**src/hw/ladder_dac_pkg.sv**
```systemverilog
`default_nettype none
package ladder_dac_pkg;
   // ***************************************************************
   // Register map (byte addresses, one word each)
   // ***************************************************************
   localparam logic [3:0] ADDR_CONTROL = 4'h0;
   localparam logic [3:0] ADDR_LEVEL = 4'h4;
   localparam logic [3:0] ADDR_PIN_IN = 4'h8;

   // ***************************************************************
   // Field positions and reset values
   // ***************************************************************
   localparam int BIT_LADDER_ON = 7;
   localparam int BIT_PIN_A_ROUTE = 5;
   localparam int BIT_PIN_B_ROUTE = 4;
   localparam int TOP_SEL_HI = 3;
   localparam int TOP_SEL_LO = 2;
   localparam int BIT_BOTTOM_SEL = 0;
   localparam logic [7:0] CONTROL_MASK = 8'hbd;
   localparam logic [7:0] LEVEL_MASK = 8'h1f;
   localparam logic [7:0] CONTROL_RESET = 8'h00;
   localparam logic [7:0] LEVEL_RESET = 8'h00;
   localparam int LEVEL_BITS = 5;

   // ***************************************************************
   // Source selections
   // ***************************************************************
   typedef enum logic [1:0] {
      TOP_ANALOG_SUPPLY = 2'h0,
      TOP_EXT_REF = 2'h1,
      TOP_FIXED_REF_BUFFER = 2'h2,
      TOP_RESERVED = 2'h3
   } top_source_t;

   // Bus answer states
   typedef enum logic [1:0] {
      BUS_IDLE = 2'h1,
      BUS_DONE = 2'h2
   } bus_state_t;
endpackage
`default_nettype wire

```
**src/hw/ladder_dac_control.sv**
```systemverilog
// Overview of operation
// - Control bit 7 turns the ladder on; off means no level produced.
// - Control bit 5 routes the level to pin A.
// - Control bit 4 routes the level to pin B.
// - Bits 3-2 pick top: 00 supply, 01 ext ref, 10 fixed buffer, 11 reserved.
// - Control bit 0 picks bottom: 1 external negative ref, 0 ground.
// - Low five bits of the level register form the 32-step code.
// - Output is bottom plus difference times code over 32.
// - Routed pin loses its driver, pull-up and input detector.
// - A routed pin always reads back zero.
// - Reset disables ladder, removes pin routing and clears the code.
// - Waking from sleep leaves control contents unchanged.
// - Unimplemented control bits 6,1 and level bits 7-5 read zero.
`default_nettype none
module ladder_dac_control
   import ladder_dac_pkg::*;
(
   input wire logic core_clk,
   input wire logic rst_n,
   input wire logic [3:0] avs_address,
   input wire logic avs_read,
   input wire logic avs_write,
   input wire logic [31:0] avs_writedata,
   input wire logic [3:0] avs_byteenable,
   output logic [31:0] avs_readdata,
   output logic avs_waitrequest,
   output logic ladderOn,
   output logic [1:0] topSourceSelect,
   output logic bottomSourceSelect,
   output logic [4:0] levelCode,
   input wire logic pinAOut,
   input wire logic pinAOeN,
   input wire logic pinAPullUp,
   input wire logic pinAIn,
   input wire logic pinBOut,
   input wire logic pinBOeN,
   input wire logic pinBPullUp,
   input wire logic pinBIn,
   output logic refOutPinAOeN,
   output logic refOutPinAOut,
   output logic refOutPinAPullUp,
   output logic refOutPinAInEn,
   output logic refOutPinBOeN,
   output logic refOutPinBOut,
   output logic refOutPinBPullUp,
   output logic refOutPinBInEn,
   output logic refOutPinAConnect,
   output logic refOutPinBConnect
);
   logic [7:0] control_q;
   logic [7:0] level_q;
   bus_state_t busState_q;
   logic [1:0] routeVec;
   logic [1:0] outVec;
   logic [1:0] oeNVec;
   logic [1:0] pullUpVec;
   logic [1:0] inVec;
   wire logic [1:0] padOeNVec;
   wire logic [1:0] padOutVec;
   wire logic [1:0] padPullUpVec;
   wire logic [1:0] padInEnVec;
   wire logic [1:0] readVec;
   logic accept;
   logic [7:0] readByte;

   // ***************************************************************
   // Avalon slave: one wait cycle, answer on second edge
   // ***************************************************************
   assign accept = (avs_read | avs_write) && busState_q == BUS_IDLE;

   always_ff @(posedge core_clk or negedge rst_n) begin
      if (!rst_n) begin
         busState_q <= BUS_IDLE;
      end else begin
         case (busState_q)
            BUS_IDLE: begin
               if (avs_read | avs_write) begin
                  busState_q <= BUS_DONE;
               end
            end
            BUS_DONE: busState_q <= BUS_IDLE;
            default: busState_q <= BUS_IDLE;
         endcase
      end
   end

   always_ff @(posedge core_clk or negedge rst_n) begin
      if (!rst_n) begin
         avs_waitrequest <= 1'b1;
      end else begin
         avs_waitrequest <= ~accept;
      end
   end

   // ***************************************************************
   // Registers; no sleep input exists, so wake cannot disturb them
   // ***************************************************************
   always_ff @(posedge core_clk or negedge rst_n) begin
      if (!rst_n) begin
         control_q <= CONTROL_RESET;
         level_q <= LEVEL_RESET;
      end else if (avs_write && accept && avs_byteenable[0]) begin
         if (avs_address == ADDR_CONTROL) begin
            control_q <= avs_writedata[7:0] & CONTROL_MASK;
         end
         if (avs_address == ADDR_LEVEL) begin
            level_q <= avs_writedata[7:0] & LEVEL_MASK;
         end
      end
   end

   always_comb begin
      case (avs_address)
         ADDR_CONTROL: readByte = control_q;
         ADDR_LEVEL: readByte = level_q;
         ADDR_PIN_IN: readByte = {6'h00, readVec};
         default: readByte = 8'h00;
      endcase
   end

   always_ff @(posedge core_clk or negedge rst_n) begin
      if (!rst_n) begin
         avs_readdata <= 32'h0000_0000;
      end else if (accept && avs_read) begin
         avs_readdata <= {24'h00_0000, readByte};
      end
   end

   // ***************************************************************
   // Analog controls, one edge after the register write
   // ***************************************************************
   // Ladder sees zero code when off, so nothing is produced
   always_ff @(posedge core_clk or negedge rst_n) begin
      if (!rst_n) begin
         ladderOn <= 1'b0;
         topSourceSelect <= TOP_ANALOG_SUPPLY;
         bottomSourceSelect <= 1'b0;
         levelCode <= 5'h00;
         refOutPinAConnect <= 1'b0;
         refOutPinBConnect <= 1'b0;
      end else begin
         ladderOn <= control_q[BIT_LADDER_ON];
         topSourceSelect <= control_q[TOP_SEL_HI:TOP_SEL_LO];
         bottomSourceSelect <= control_q[BIT_BOTTOM_SEL];
         levelCode <= control_q[BIT_LADDER_ON] ?
            level_q[LEVEL_BITS-1:0] : 5'h00;
         refOutPinAConnect <= control_q[BIT_PIN_A_ROUTE];
         refOutPinBConnect <= control_q[BIT_PIN_B_ROUTE];
      end
   end

   // ***************************************************************
   // Pin override, one copy per pin: bit 0 pin A, bit 1 pin B
   // ***************************************************************
   assign routeVec = {control_q[BIT_PIN_B_ROUTE],
      control_q[BIT_PIN_A_ROUTE]};
   assign outVec = {pinBOut, pinAOut};
   assign oeNVec = {pinBOeN, pinAOeN};
   assign pullUpVec = {pinBPullUp, pinAPullUp};
   assign inVec = {pinBIn, pinAIn};

   // Routing from control_q so pads switch with the analog outputs
   generate
      for (genvar ch = 0; ch < 2; ch++) begin : g_pin
         ladder_pin_route pinRoute (
            .core_clk(core_clk),
            .rst_n(rst_n),
            .routeOn(routeVec[ch]),
            .pinOut(outVec[ch]),
            .pinOeN(oeNVec[ch]),
            .pinPullUp(pullUpVec[ch]),
            .pinIn(inVec[ch]),
            .padOeN(padOeNVec[ch]),
            .padOut(padOutVec[ch]),
            .padPullUp(padPullUpVec[ch]),
            .padInEn(padInEnVec[ch]),
            .pinRead(readVec[ch])
         );
      end
   endgenerate

   assign refOutPinAOeN = padOeNVec[0];
   assign refOutPinAOut = padOutVec[0];
   assign refOutPinAPullUp = padPullUpVec[0];
   assign refOutPinAInEn = padInEnVec[0];
   assign refOutPinBOeN = padOeNVec[1];
   assign refOutPinBOut = padOutVec[1];
   assign refOutPinBPullUp = padPullUpVec[1];
   assign refOutPinBInEn = padInEnVec[1];
endmodule
`default_nettype wire

```
**src/hw/ladder_pin_route.sv**
```systemverilog
`default_nettype none
module ladder_pin_route
   import ladder_dac_pkg::*;
(
   input wire logic core_clk,
   input wire logic rst_n,
   input wire logic routeOn,
   input wire logic pinOut,
   input wire logic pinOeN,
   input wire logic pinPullUp,
   input wire logic pinIn,
   output logic padOeN,
   output logic padOut,
   output logic padPullUp,
   output logic padInEn,
   output logic pinRead
);
   // Routed pin loses driver, pull-up and input detector; reads zero
   always_ff @(posedge core_clk or negedge rst_n) begin
      if (!rst_n) begin
         padOeN <= 1'b1;
         padOut <= 1'b0;
         padPullUp <= 1'b0;
         padInEn <= 1'b0;
         pinRead <= 1'b0;
      end else begin
         padOeN <= routeOn ? 1'b1 : pinOeN;
         padOut <= routeOn ? 1'b0 : pinOut;
         padPullUp <= routeOn ? 1'b0 : pinPullUp;
         padInEn <= ~routeOn;
         pinRead <= routeOn ? 1'b0 : pinIn;
      end
   end
endmodule
`default_nettype wire

```
**config.mk**
```make
export PLATFORM = sky130hd
export DESIGN_NAME = ladder_dac_control
export DESIGN_NICKNAME = d
export VERILOG_FILES = /design/src/hw/ladder_dac_pkg.sv /design/src/hw/ladder_dac_control.sv /design/src/hw/ladder_pin_route.sv
export SDC_FILE = /design/constraint.sdc
export NUM_CORES = 1
export LEC_CHECK = 0
export BUFFER_PORTS_ARGS = -buffer_cell sky130_fd_sc_hd__buf_2
export CELL_PAD_IN_SITES_DETAIL_PLACEMENT = 0
export CELL_PAD_IN_SITES_GLOBAL_PLACEMENT = 1
export CORE_MARGIN = 2
export CORE_UTILIZATION = 34
export DETAILED_ROUTE_END_ITERATION = 12
export PLACE_DENSITY = 0.82
export SYNTH_ARGS = -nofsm -noshare
export SYNTH_HDL_FRONTEND = slang
export SYNTH_HIERARCHICAL = 1
export SYNTH_SLANG_ARGS = --single-unit
```
**constraint.sdc**
```tcl
create_clock -name core_clk -period 2.75 [get_ports core_clk]
set_clock_uncertainty 0.1 [all_clocks]
set_input_delay 0.275 -clock core_clk [delete_from_list [all_inputs] [get_ports core_clk]]
set_output_delay 0.275 -clock core_clk [all_outputs]
set_load 0.02 [all_outputs]
```
==> flow_summary.json, run 1 <==
{
  "crit_path_start": "busState_q[0]",
  "vdd_ir_drop_max_uv": 426,
  "avgSynthCellArea_um2": 13.3,
  "cap_viol_max_count": 0,
  "rsz0062_at_grt": "no",
  "multi_input_area_um2": 557,
  "power_mw": 1.53,
  "hold_path_class": "input port to asynchronous set/reset pin",
  "fin_setup_tns_ps": 0,
  "postCtsSetupBuffers": 0,
  "hold_ws_ps": -0.442,
  "drv_slew": 0,
  "num_rows": 26,
  "grt_max_degree": 43,
  "path_clk_slew_ps": 80,
  "dpl.hpwl_mm": 2.30,
  "power.density_nw_per_um2": 748,
  "cts.sinks": 42,
  "clock_power_share_pct": 25.7,
  "antenna_found_initial": 0,
  "regArea_um2": 1060,
  "vias": 1045,
  "cpPeakStageDelay_ps": 540,
  "area_growth_pct": 17.2,
  "drive_gt1_share_pct": 40.3,
  "pin_count": 104,
  "r2r_start": "busState_q[0]",
  "cts_root_buffer": "clkbuf_8",
  "layout.nets": 237,
  "fmaxAchievable_ghz": 0.643,
  "chipWidth_um": 75.8,
  "via_per_inst": 4.08,
  "seqPwrFrac_pct": 52.8,
  "yosysTopAreaCell": "dfrtp_1",
  "wl_per_cell_um": 12.1,
  "clk_latency_ps": 300,
  "die_area_um2": 5740,
  "r2r_cells": 3,
  "cts.htree.levels": 2,
  "drtIter0Drc": 44,
  "fin_crit_sh_pct": 56.6,
  "final-setup-viol-count": 0,
  "hold_viol": 1,
  "synthTopCellsByArea": "dfrtp_1 (54%), buf_4 (11%), dfstp_2 (6.0%)",
  "start_kind": "flop",
  "crit_required_ps": 2840,
  "grt_pass1_wl_mm": 4.92,
  "violations": "negative hold slack",
  "combPwrFrac_pct": 21.5,
  "arrival_ps": 1640,
  "worst_pin_slew_ps": 902,
  "gp_congestion": 0.701,
  "endpoint": "control_q[3]",
  "hold_buffers": 0,
  "drt_first_pass_iters": 4,
  "grt.total_usage_pct": 12.3,
  "fin_crit_ps": 1560,
  "run_status": "complete, but fails checks",
  "ys_ff_latch": 42,
  "synth.distinct_cells": 27,
  "numPortBuffers": 50,
  "end_kind": "flop",
  "ys_seq_area_share_pct": 60.3,
  "ctsResizeCount": 0,
  "initial_utilization_pct": 34.7,
  "cts_tree": "built",
  "core_area_um2": 5040,
  "die_h_um": 75.8,
  "antenna_left": 0,
  "intPower_mw": 1.05,
  "worstPathCellList": "and4b_1 > and2_4 > mux2_4",
  "p_switching_uw": 487,
  "p_leak_nw": 1.07,
  "synth_area_um2": 1750,
  "worstReg2RegEnd": "control_q[3]",
  "ys_warn_count": 6,
  "post-synth-top-area-fraction_pct": 54.3,
  "relSlewSlack_pct": 39.8,
  "cts.path.max_buffers": 2,
  "grt_pass1_vias": 982,
  "path_max_fanout": 6,
  "critPathSlowestCell": "dfstp_2",
  "mostFrequentLayoutCell": "buf_2",
  "cts_buffers": 5,
  "post-route-drc-count": 0,
  "fill_cells": 507,
  "diodes": 0,
  "wl_mm": 3.11,
  "worstSetupPathType": "flop to flop",
  "rrSetupSlack_ps": 1190,
  "swShare_pct": 31.7,
  "grt_overflow": 0,
  "layout_common_cells": "buf_2 (50), dfrtp_1 (38), conb_1 (25)",
  "syn-instance-count": 132
}
==> cell families after synthesis <==
logic type	after synthesis	synth area share, %
flip-flops	42	60.3
AND/OR/NAND/NOR	32	11.7
multiplexers	15	10.7
buffers and inverters	31	13.0
AO/OA/AOI/OAI	11	4.00
other	1	0.214
==> registers in the layout, summed over array words and instances, names as in the netlist <==
name                      cells
g_pin.pinRoute/pinRead        2
ladderOn                      1
g_pin.pinRoute/padOut         2
refOutPinBConnect             1
busState_q                    2
refOutPinAConnect             1
avs_readdata                  7
g_pin.pinRoute/padOeN         2
g_pin.pinRoute/padInEn        2
bottomSourceSelect            1
topSourceSelect               2
control_q                     6
level_q                       5
levelCode                     5
g_pin.pinRoute/padPullUp      2
avs_waitrequest               1
==> stage by stage <==
step                      worst slack [ps]  utilization [%]  area (µm²)  cells
after floorplan                       1260                -        1840    156
after global placement                1210             38.9        1960    248
after detailed placement              1200             38.9        1960    248
after CTS                             1190             40.7        2050    256
after global routing                  1060             40.7        2050    256
final                                 1190             40.7        2050    256
==> synthesized netlist by cell type, drive strengths merged <==
cell type and instances:
a22o 2, and2 6, and4b 1, buf 27
clkbuf 1, conb 1, dfrtp 38, dfstp 4
inv 3, mux2 12, mux2i 3, nand2 9
nand3 2, nand3b 1, nor2b 8, nor3 2
nor4 1, o21ai 7, o2bb2ai 2, or2 2
==> power by group through the flow <==
| stage | clock (mW) | combinational [mW] | sequential [mW] |
|---|---|---|---|
| after floorplan | 0 | 0.173 | 0.886 |
| after global placement | 0 | 0.328 | 0.818 |
| after detailed placement | 0 | 0.336 | 0.824 |
| after CTS | 0.412 | 0.336 | 0.813 |
| after global routing | 0.440 | 0.366 | 0.830 |
| final | 0.394 | 0.330 | 0.811 |
==> area by class of cell <==
cell class	count	share of cell area (%)
flip-flops and latches	42	51.5
multi-input cells	83	27.1
repair buffers	50	12.2
well taps	70	4.27
clock buffers	5	3.35
clock inverters	3	1.04
inverters	3	0.549
==> routing by layer <==
| metal | routed length (µm) | track usage, % | vias to the layer above |
|---|---|---|---|
| li1 | - | - | 488 |
| met1 | 1210 | 15.0 | 501 |
| met2 | 1500 | 17.9 | 49 |
| met3 | 350 | 7.01 | 7 |
| met4 | 51 | 4.68 | 0 |
| met5 | 0 | 0 | - |
==> how the worst min path moves through the flow <==
| stage | from | end | cells past startpoint |
|---|---|---|---|
| finish | rst_n | levelCode[2] | 1 |
| global route | pinAOeN | g_pin[0].pinRoute/padOeN | 2 |
| CTS | rst_n | control_q[2] | 1 |
| detailed placement | control_q[0] | bottomSourceSelect | 0 |
| global placement | control_q[0] | bottomSourceSelect | 0 |
| floorplan | rst_n | avs_readdata[0] | 0 |
==> critical path: cells and delay by family (launching register included) <==
kind	cells	cell delay, ps
multiplexers	1	310
AND/OR/NAND/NOR	2	500
flip-flops	1	540
Power figures use the tool's default switching activity.
==> run 2, diff against run 1 <==
--- a/config.mk
+++ b/config.mk
@@ -9,9 +9,9 @@
 export CELL_PAD_IN_SITES_DETAIL_PLACEMENT = 0
 export CELL_PAD_IN_SITES_GLOBAL_PLACEMENT = 1
 export CORE_MARGIN = 2
-export CORE_UTILIZATION = 34
+export CORE_UTILIZATION = 29
 export DETAILED_ROUTE_END_ITERATION = 12
-export PLACE_DENSITY = 0.82
+export PLACE_DENSITY = 0.75
 export SYNTH_ARGS = -nofsm -noshare
 export SYNTH_HDL_FRONTEND = slang
 export SYNTH_HIERARCHICAL = 1
==> constraint.sdc (replaced) <==
create_clock -name core_clk -period 1.4 [get_ports core_clk]
set_clock_uncertainty 0.1 [all_clocks]
set_input_delay 0.14 -clock core_clk [delete_from_list [all_inputs] [get_ports core_clk]]
set_output_delay 0.14 -clock core_clk [all_outputs]
set_load 0.02 [all_outputs]
==> flow_summary.json, run 2 (synthesized netlist as in run 1, its figures left out) <==
{
  "run_status": "complete, but fails checks",
  "violations": "negative setup slack",
  "final_cell_area_um2": 2350,
  "cts.sinks": 42,
  "r2r_start": "busState_q[0]",
  "initial_utilization_pct": 29.7,
  "min_from": "avs_address[1]",
  "arrival_ps": 1610,
  "crit_required_ps": 1480,
  "fill_cells": 599,
  "hold_path_end": "avs_readdata[0]",
  "rsz0062_at_grt": "yes",
  "worstReg2RegEnd": "control_q[2]",
  "clk_latency_ps": 290,
  "combPwrFrac_pct": 23.8,
  "clock_power_share_pct": 28.4,
  "num_rows": 28,
  "layout.nets": 264,
  "vias": 1151,
  "setup_ws_ps": -127,
  "end_kind": "flop",
  "p_switching_uw": 970,
  "use_met3_pct": 5.05,
  "place_area_um2": 2040,
  "r2r_cells": 3,
  "drive_gt1_share_pct": 40.4,
  "cts_buffers": 5,
  "wl_per_cell_um": 11.7,
  "fin_crit_sh_pct": 109,
  "p_leak_nw": 1.21,
  "final-setup-viol-count": 11,
  "largest_reg_flops": 7,
  "path_clk_slew_ps": 80,
  "drt_first_pass_iters": 4,
  "layout_common_cells": "buf_2 (50), dfrtp_1 (38), conb_1 (25)",
  "antenna_found_initial": 0,
  "regMostFlops": "avs_readdata",
  "cts.path.max_buffers": 2,
  "cts.htree.levels": 2,
  "worstPathCellList": "and4b_1 > and2_4 > mux2_4",
  "grt.total_usage_pct": 10.6,
  "post-route-drc-count": 0,
  "pin_count": 104,
  "reg_top3": "avs_readdata (7), control_q (6)",
  "gp_congestion": 0.717,
  "multi_input_area_um2": 564,
  "regArea_um2": 1060,
  "worstSetupPathType": "flop to flop",
  "rrSetupSlack_ps": -130,
  "path_max_fanout": 6,
  "cap_viol_max_count": 0,
  "grt_max_degree": 43,
  "start_kind": "flop",
  "dpl.hpwl_mm": 2.42,
  "numPortBuffers": 50,
  "die_h_um": 81.7,
  "hold_viol": 0,
  "cts_root_buffer": "clkbuf_8",
  "vdd_ir_drop_max_uv": 518,
  "fin_setup_tns_ps": -1190,
  "fin_util_pct": 40.0,
  "chipWidth_um": 81.7,
  "cts_tree": "built",
  "cpPeakStageDelay_ps": 530,
  "grt_busiest_layer": "met2",
  "antenna_left": 0,
  "fin_crit_ps": 1530,
  "seqPwrFrac_pct": 47.8,
  "post-place-ws_ps": -138,
  "fmaxAchievable_ghz": 0.655,
  "swShare_pct": 29.3,
  "critPathSlowestCell": "dfstp_2",
  "grt_pass1_vias": 1069,
  "power.density_nw_per_um2": 1410,
  "core_area_um2": 5890,
  "grt_pass1_wl_mm": 5.15,
  "die_area_um2": 6670,
  "drtIter0Drc": 44,
  "met1_usage_pct": 13.5,
  "diodes": 0,
  "hold_path_class": "input port to flop",
  "met2_usage_pct": 16.0,
  "worstHoldPathCells": 3,
  "drv_slew": 0,
  "intPower_mw": 2.34,
  "via_per_inst": 4.00,
  "area_growth_pct": 34.4,
  "mostFrequentLayoutCell": "buf_2",
  "grt_overflow": 0,
  "wl_mm": 3.38
}
==> run 2: cell type report <==
class	count	share of cell area, %
inverter	3	0.479
multi-input combinational	83	24.0
tap	75	3.99
clock buffer	5	2.93
clock inverter	3	1.70
timing repair buffer	77	22.0
sequential	42	44.9
==> run 2: timing repair <==
| item | CTS | global route |
|---|---|---|
| endpoints found under the setup margin | 11 | 15 |
| hold buffers | 18 | 0 |
| gates cloned | 0 | 0 |
| buffers inserted | 1 | 0 |
| endpoints found under the hold margin | 63 | 0 |
| gates resized for setup | 0 | 9 |
==> run 2: stage by stage <==
| step | hold slack, ps | cells | power, mW |
|---|---|---|---|
| finish | 162 | 288 | 3.31 |
| global route | 163 | 288 | 3.51 |
| CTS | 159 | 288 | 3.36 |
| detailed placement | 32.9 | 261 | 2.34 |
| global placement | 31.0 | 261 | 2.31 |
| floorplan | -256 | 156 | 2.08 |
==> run 2: worst max path at each step <==
stage	from	end	slack [ps]
floorplan	busState_q[0]	control_q[0]	-90
global placement	busState_q[0]	control_q[4]	-130
detailed placement	busState_q[0]	control_q[2]	-140
CTS	busState_q[0]	control_q[4]	-140
global route	busState_q[0]	level_q[3]	-180
finish	busState_q[0]	control_q[2]	-130
==> run 2: routing by layer <==
| layer | wire length, µm | share of wire, % | up-vias |
|---|---|---|---|
| li1 | - | - | 541 |
| met1 | 1460 | 43 | 552 |
| met2 | 1550 | 46 | 54 |
| met3 | 339 | 10 | 4 |
| met4 | 29 | 0.86 | 0 |
| met5 | 0 | 0 | - |
==> run 2: power groups by stage <==
stage                     Combinational (mW)  Clock, mW  Sequential (mW)
after floorplan                        0.340          0             1.74
after global placement                 0.705          0             1.61
after detailed placement               0.718          0             1.62
after CTS                              0.781      0.981             1.59
after global routing                   0.860       1.02             1.62
final                                  0.788      0.939             1.58
==> run 2: worst max-delay path: cells and delay by family, from the launching register on <==
kind,cells,cell delay (ps)
DFF,1,530
and+or+nand+nor,2,480
muxes,1,310
==> run 3, diff against run 2 <==
--- a/config.mk
+++ b/config.mk
@@ -5,13 +5,14 @@
 export SDC_FILE = /design/constraint.sdc
 export NUM_CORES = 1
 export LEC_CHECK = 0
+export ABC_AREA = 1
 export BUFFER_PORTS_ARGS = -buffer_cell sky130_fd_sc_hd__buf_2
 export CELL_PAD_IN_SITES_DETAIL_PLACEMENT = 0
 export CELL_PAD_IN_SITES_GLOBAL_PLACEMENT = 1
 export CORE_MARGIN = 2
-export CORE_UTILIZATION = 29
+export CORE_UTILIZATION = 28
 export DETAILED_ROUTE_END_ITERATION = 12
-export PLACE_DENSITY = 0.75
+export PLACE_DENSITY = 0.74
 export SYNTH_ARGS = -nofsm -noshare
 export SYNTH_HDL_FRONTEND = slang
 export SYNTH_HIERARCHICAL = 1
==> constraint.sdc (replaced) <==
create_clock -name core_clk -period 1.4 [get_ports core_clk]
set_clock_uncertainty 0.1 [all_clocks]
set_input_delay 0.07 -clock core_clk [delete_from_list [all_inputs] [get_ports core_clk]]
set_output_delay 0.07 -clock core_clk [all_outputs]
set_load 0.02 [all_outputs]
==> flow_summary.json, run 3 <==
{
  "antenna_found_initial": 0,
  "vdd_ir_drop_max_uv": 622,
  "post-route-drc-count": 0,
  "mostFrequentLayoutCell": "buf_2",
  "setup_ws_ps": -6.87,
  "drt_first_pass_iters": 3,
  "die_h_um": 84.2,
  "final-setup-viol-count": 1,
  "numPortBuffers": 50,
  "cts_buffers": 5,
  "synthTopCellsByArea": "dfrtp_1 (53%), buf_4 (10%), nand2_1 (8.8%)",
  "swShare_pct": 35.2,
  "synth_edf_count": 0,
  "cts.sinks": 42,
  "grt_pass1_vias": 1326,
  "cts.path.max_buffers": 2,
  "avgSynthCellArea_um2": 10.0,
  "drtIter0Drc": 60,
  "chipWidth_um": 84.2,
  "clk_latency_ps": 300,
  "largest_reg_flops": 7,
  "gp_congestion": 0.787,
  "power_mw": 3.42,
  "grt_pass1_wl_mm": 6.53,
  "violations": "negative setup slack",
  "start_kind": "flop",
  "cts.htree.levels": 2,
  "synth.top_cells.by_count": "nand2_1 (42), dfrtp_1 (38), buf_4 (25), inv_1 (21), o21ai_0 (16)",
  "r2r_cells": 6,
  "syn-instance-count": 180,
  "cap_viol_max_count": 0,
  "post-place-ws_ps": -41.9,
  "rsz0062_at_grt": "yes",
  "grt_overflow": 0,
  "critPathMostFrequentCell": "nor2_4",
  "combPwrFrac_pct": 29.5,
  "layout.nets": 310,
  "die_area_um2": 7090,
  "seqPwrFrac_pct": 48.8,
  "diodes": 0,
  "cts_tree": "built",
  "crit_required_ps": 1530,
  "via_per_inst": 3.94,
  "clock_power_share_pct": 21.7,
  "p_switching_mw": 1.20,
  "final_cell_count_no_fill": 335,
  "ys_ff_latch": 42,
  "vias": 1319,
  "fmaxAchievable_ghz": 0.711,
  "reg_top3": "avs_readdata (7), control_q (6)",
  "path_clk_slew_ps": 80,
  "core_area_um2": 6280,
  "path_max_fanout": 6,
  "hold_viol": 0,
  "hold_ws_ps": 70.8,
  "power.density_nw_per_um2": 1420,
  "layout_common_cells": "buf_2 (50), nand2_1 (40), dfrtp_1 (38)",
  "drv_slew": 0,
  "p_leak_nw": 1.35,
  "pin_count": 104,
  "synth.distinct_cells": 17,
  "dpl.hpwl_mm": 2.54,
  "dpl.cell_count": 307,
  "fin_crit_ps": 1410,
  "async_flop_share_pct": 100,
  "grt.total_usage_pct": 12.0,
  "area_growth_pct": 34.0,
  "drive_gt1_share_pct": 32.6,
  "ys_warn_count": 6,
  "wl_per_cell_um": 11.4,
  "post-synth-top-area-fraction_pct": 52.8,
  "grt_max_degree": 43,
  "end_kind": "flop",
  "hold_path_class": "input port to flop",
  "synth_area_um2": 1800,
  "fin_crit_sh_pct": 100,
  "initial_utilization_pct": 28.7,
  "worstSetupPathType": "flop to flop",
  "antenna_left": 0,
  "critPathSlowestCell": "dfstp_2",
  "intPower_mw": 2.22,
  "yosysMostFrequentCell": "nand2_1",
  "wl_mm": 3.83,
  "run_status": "complete, but fails checks",
  "cts_root_buffer": "clkbuf_8",
  "synth-main-ff-cell": "dfrtp_1",
  "regMostFlops": "avs_readdata",
  "cpPeakStageDelay_ps": 530,
  "ys_seq_area_share_pct": 58.7,
  "worstHoldPathCells": 4,
  "num_rows": 29,
  "yosysTopAreaCell": "dfrtp_1",
  "worstPathCellList": "inv_2 > nor2_4 > nand3_4 > nor2_4 > nand2_1 > o21ai_1",
  "arrival_ps": 1530
}
run 3: metal layers:
metal | track usage [%] | wire [µm]
met3 | 3.83 | 267
met4 | 6.30 | 101
met5 | 0 | 0
met1 | 16.2 | 1750
met2 | 17.3 | 1710
run 3: metrics by stage:
stage | util [%] | setup TNS, ps | area [µm²]
3_5_place_dp | 33.0 | -146 | 2070
6_report | 38.4 | -6.87 | 2410
5_1_grt | 38.4 | -665 | 2410
2_1_floorplan | - | 0 | 1890
3_3_place_gp | 33.0 | -5.10 | 2070
4_1_cts | 37.8 | -156 | 2370
run 3: area by class of cell:
class | count | area [µm²]
fill | 652 | 3860
sequential | 42 | 1060
multi-input combinational | 115 | 616
timing repair buffer | 70 | 470
inverter | 24 | 97.6
tap | 77 | 96.3
clock buffer | 7 | 76.3
run 3: final timing paths:
check / startpoint / end / slack (ps)
max reg2reg: busState_q[0] / level_q[1] / -7
max in group asynchronous: rst_n / g_pin[0].pinRoute/padOeN / 760
min in group asynchronous: rst_n / levelCode[3] / 170
max: busState_q[0] / level_q[1] / -7
min: avs_byteenable[0] / level_q[4] / 70
min reg2reg: control_q[2] / topSourceSelect[0] / 280
run 3: power groups by stage:
stage | Clock (mW) | Sequential [mW] | Combinational [mW]
after detailed placement | 0 | 1.69 | 0.822
after floorplan | 0 | 1.85 | 0.393
final | 0.744 | 1.67 | 1.01
after global placement | 0 | 1.68 | 0.811
after CTS | 0.774 | 1.67 | 0.968
after global routing | 0.823 | 1.71 | 1.11
run 3: logic make-up (layout without fill, tap and decap cells):
| family | Yosys count | count (layout) | share of synthesized area, % |
|---|---|---|---|
| AO/OA/AOI/OAI | 19 | 19 | 5.28 |
| buffers and inverters | 49 | 101 | 15.4 |
| flip-flops | 42 | 42 | 58.7 |
| other | 1 | 25 | 0.208 |
| AND/OR/NAND/NOR | 69 | 71 | 20.4 |
run 3: worst max-delay path: cells and delay by family (launching register included):
kind	cells	cell delay, ps
AO/OA/AOI/OAI	1	70
AND/OR/NAND/NOR	4	610
buffers and inverters	1	40
flip-flops	1	530
run 3: timing repair:
item | 4_1_cts | 5_1_grt
resized for setup | 6 | 13
setup endpoints to repair | 11 | 14
pin swaps | 4 | 11
buffers inserted | 1 | 0
hold buffers | 18 | 0
hold endpoints to repair | 64 | 0
gates cloned | 2 | 0
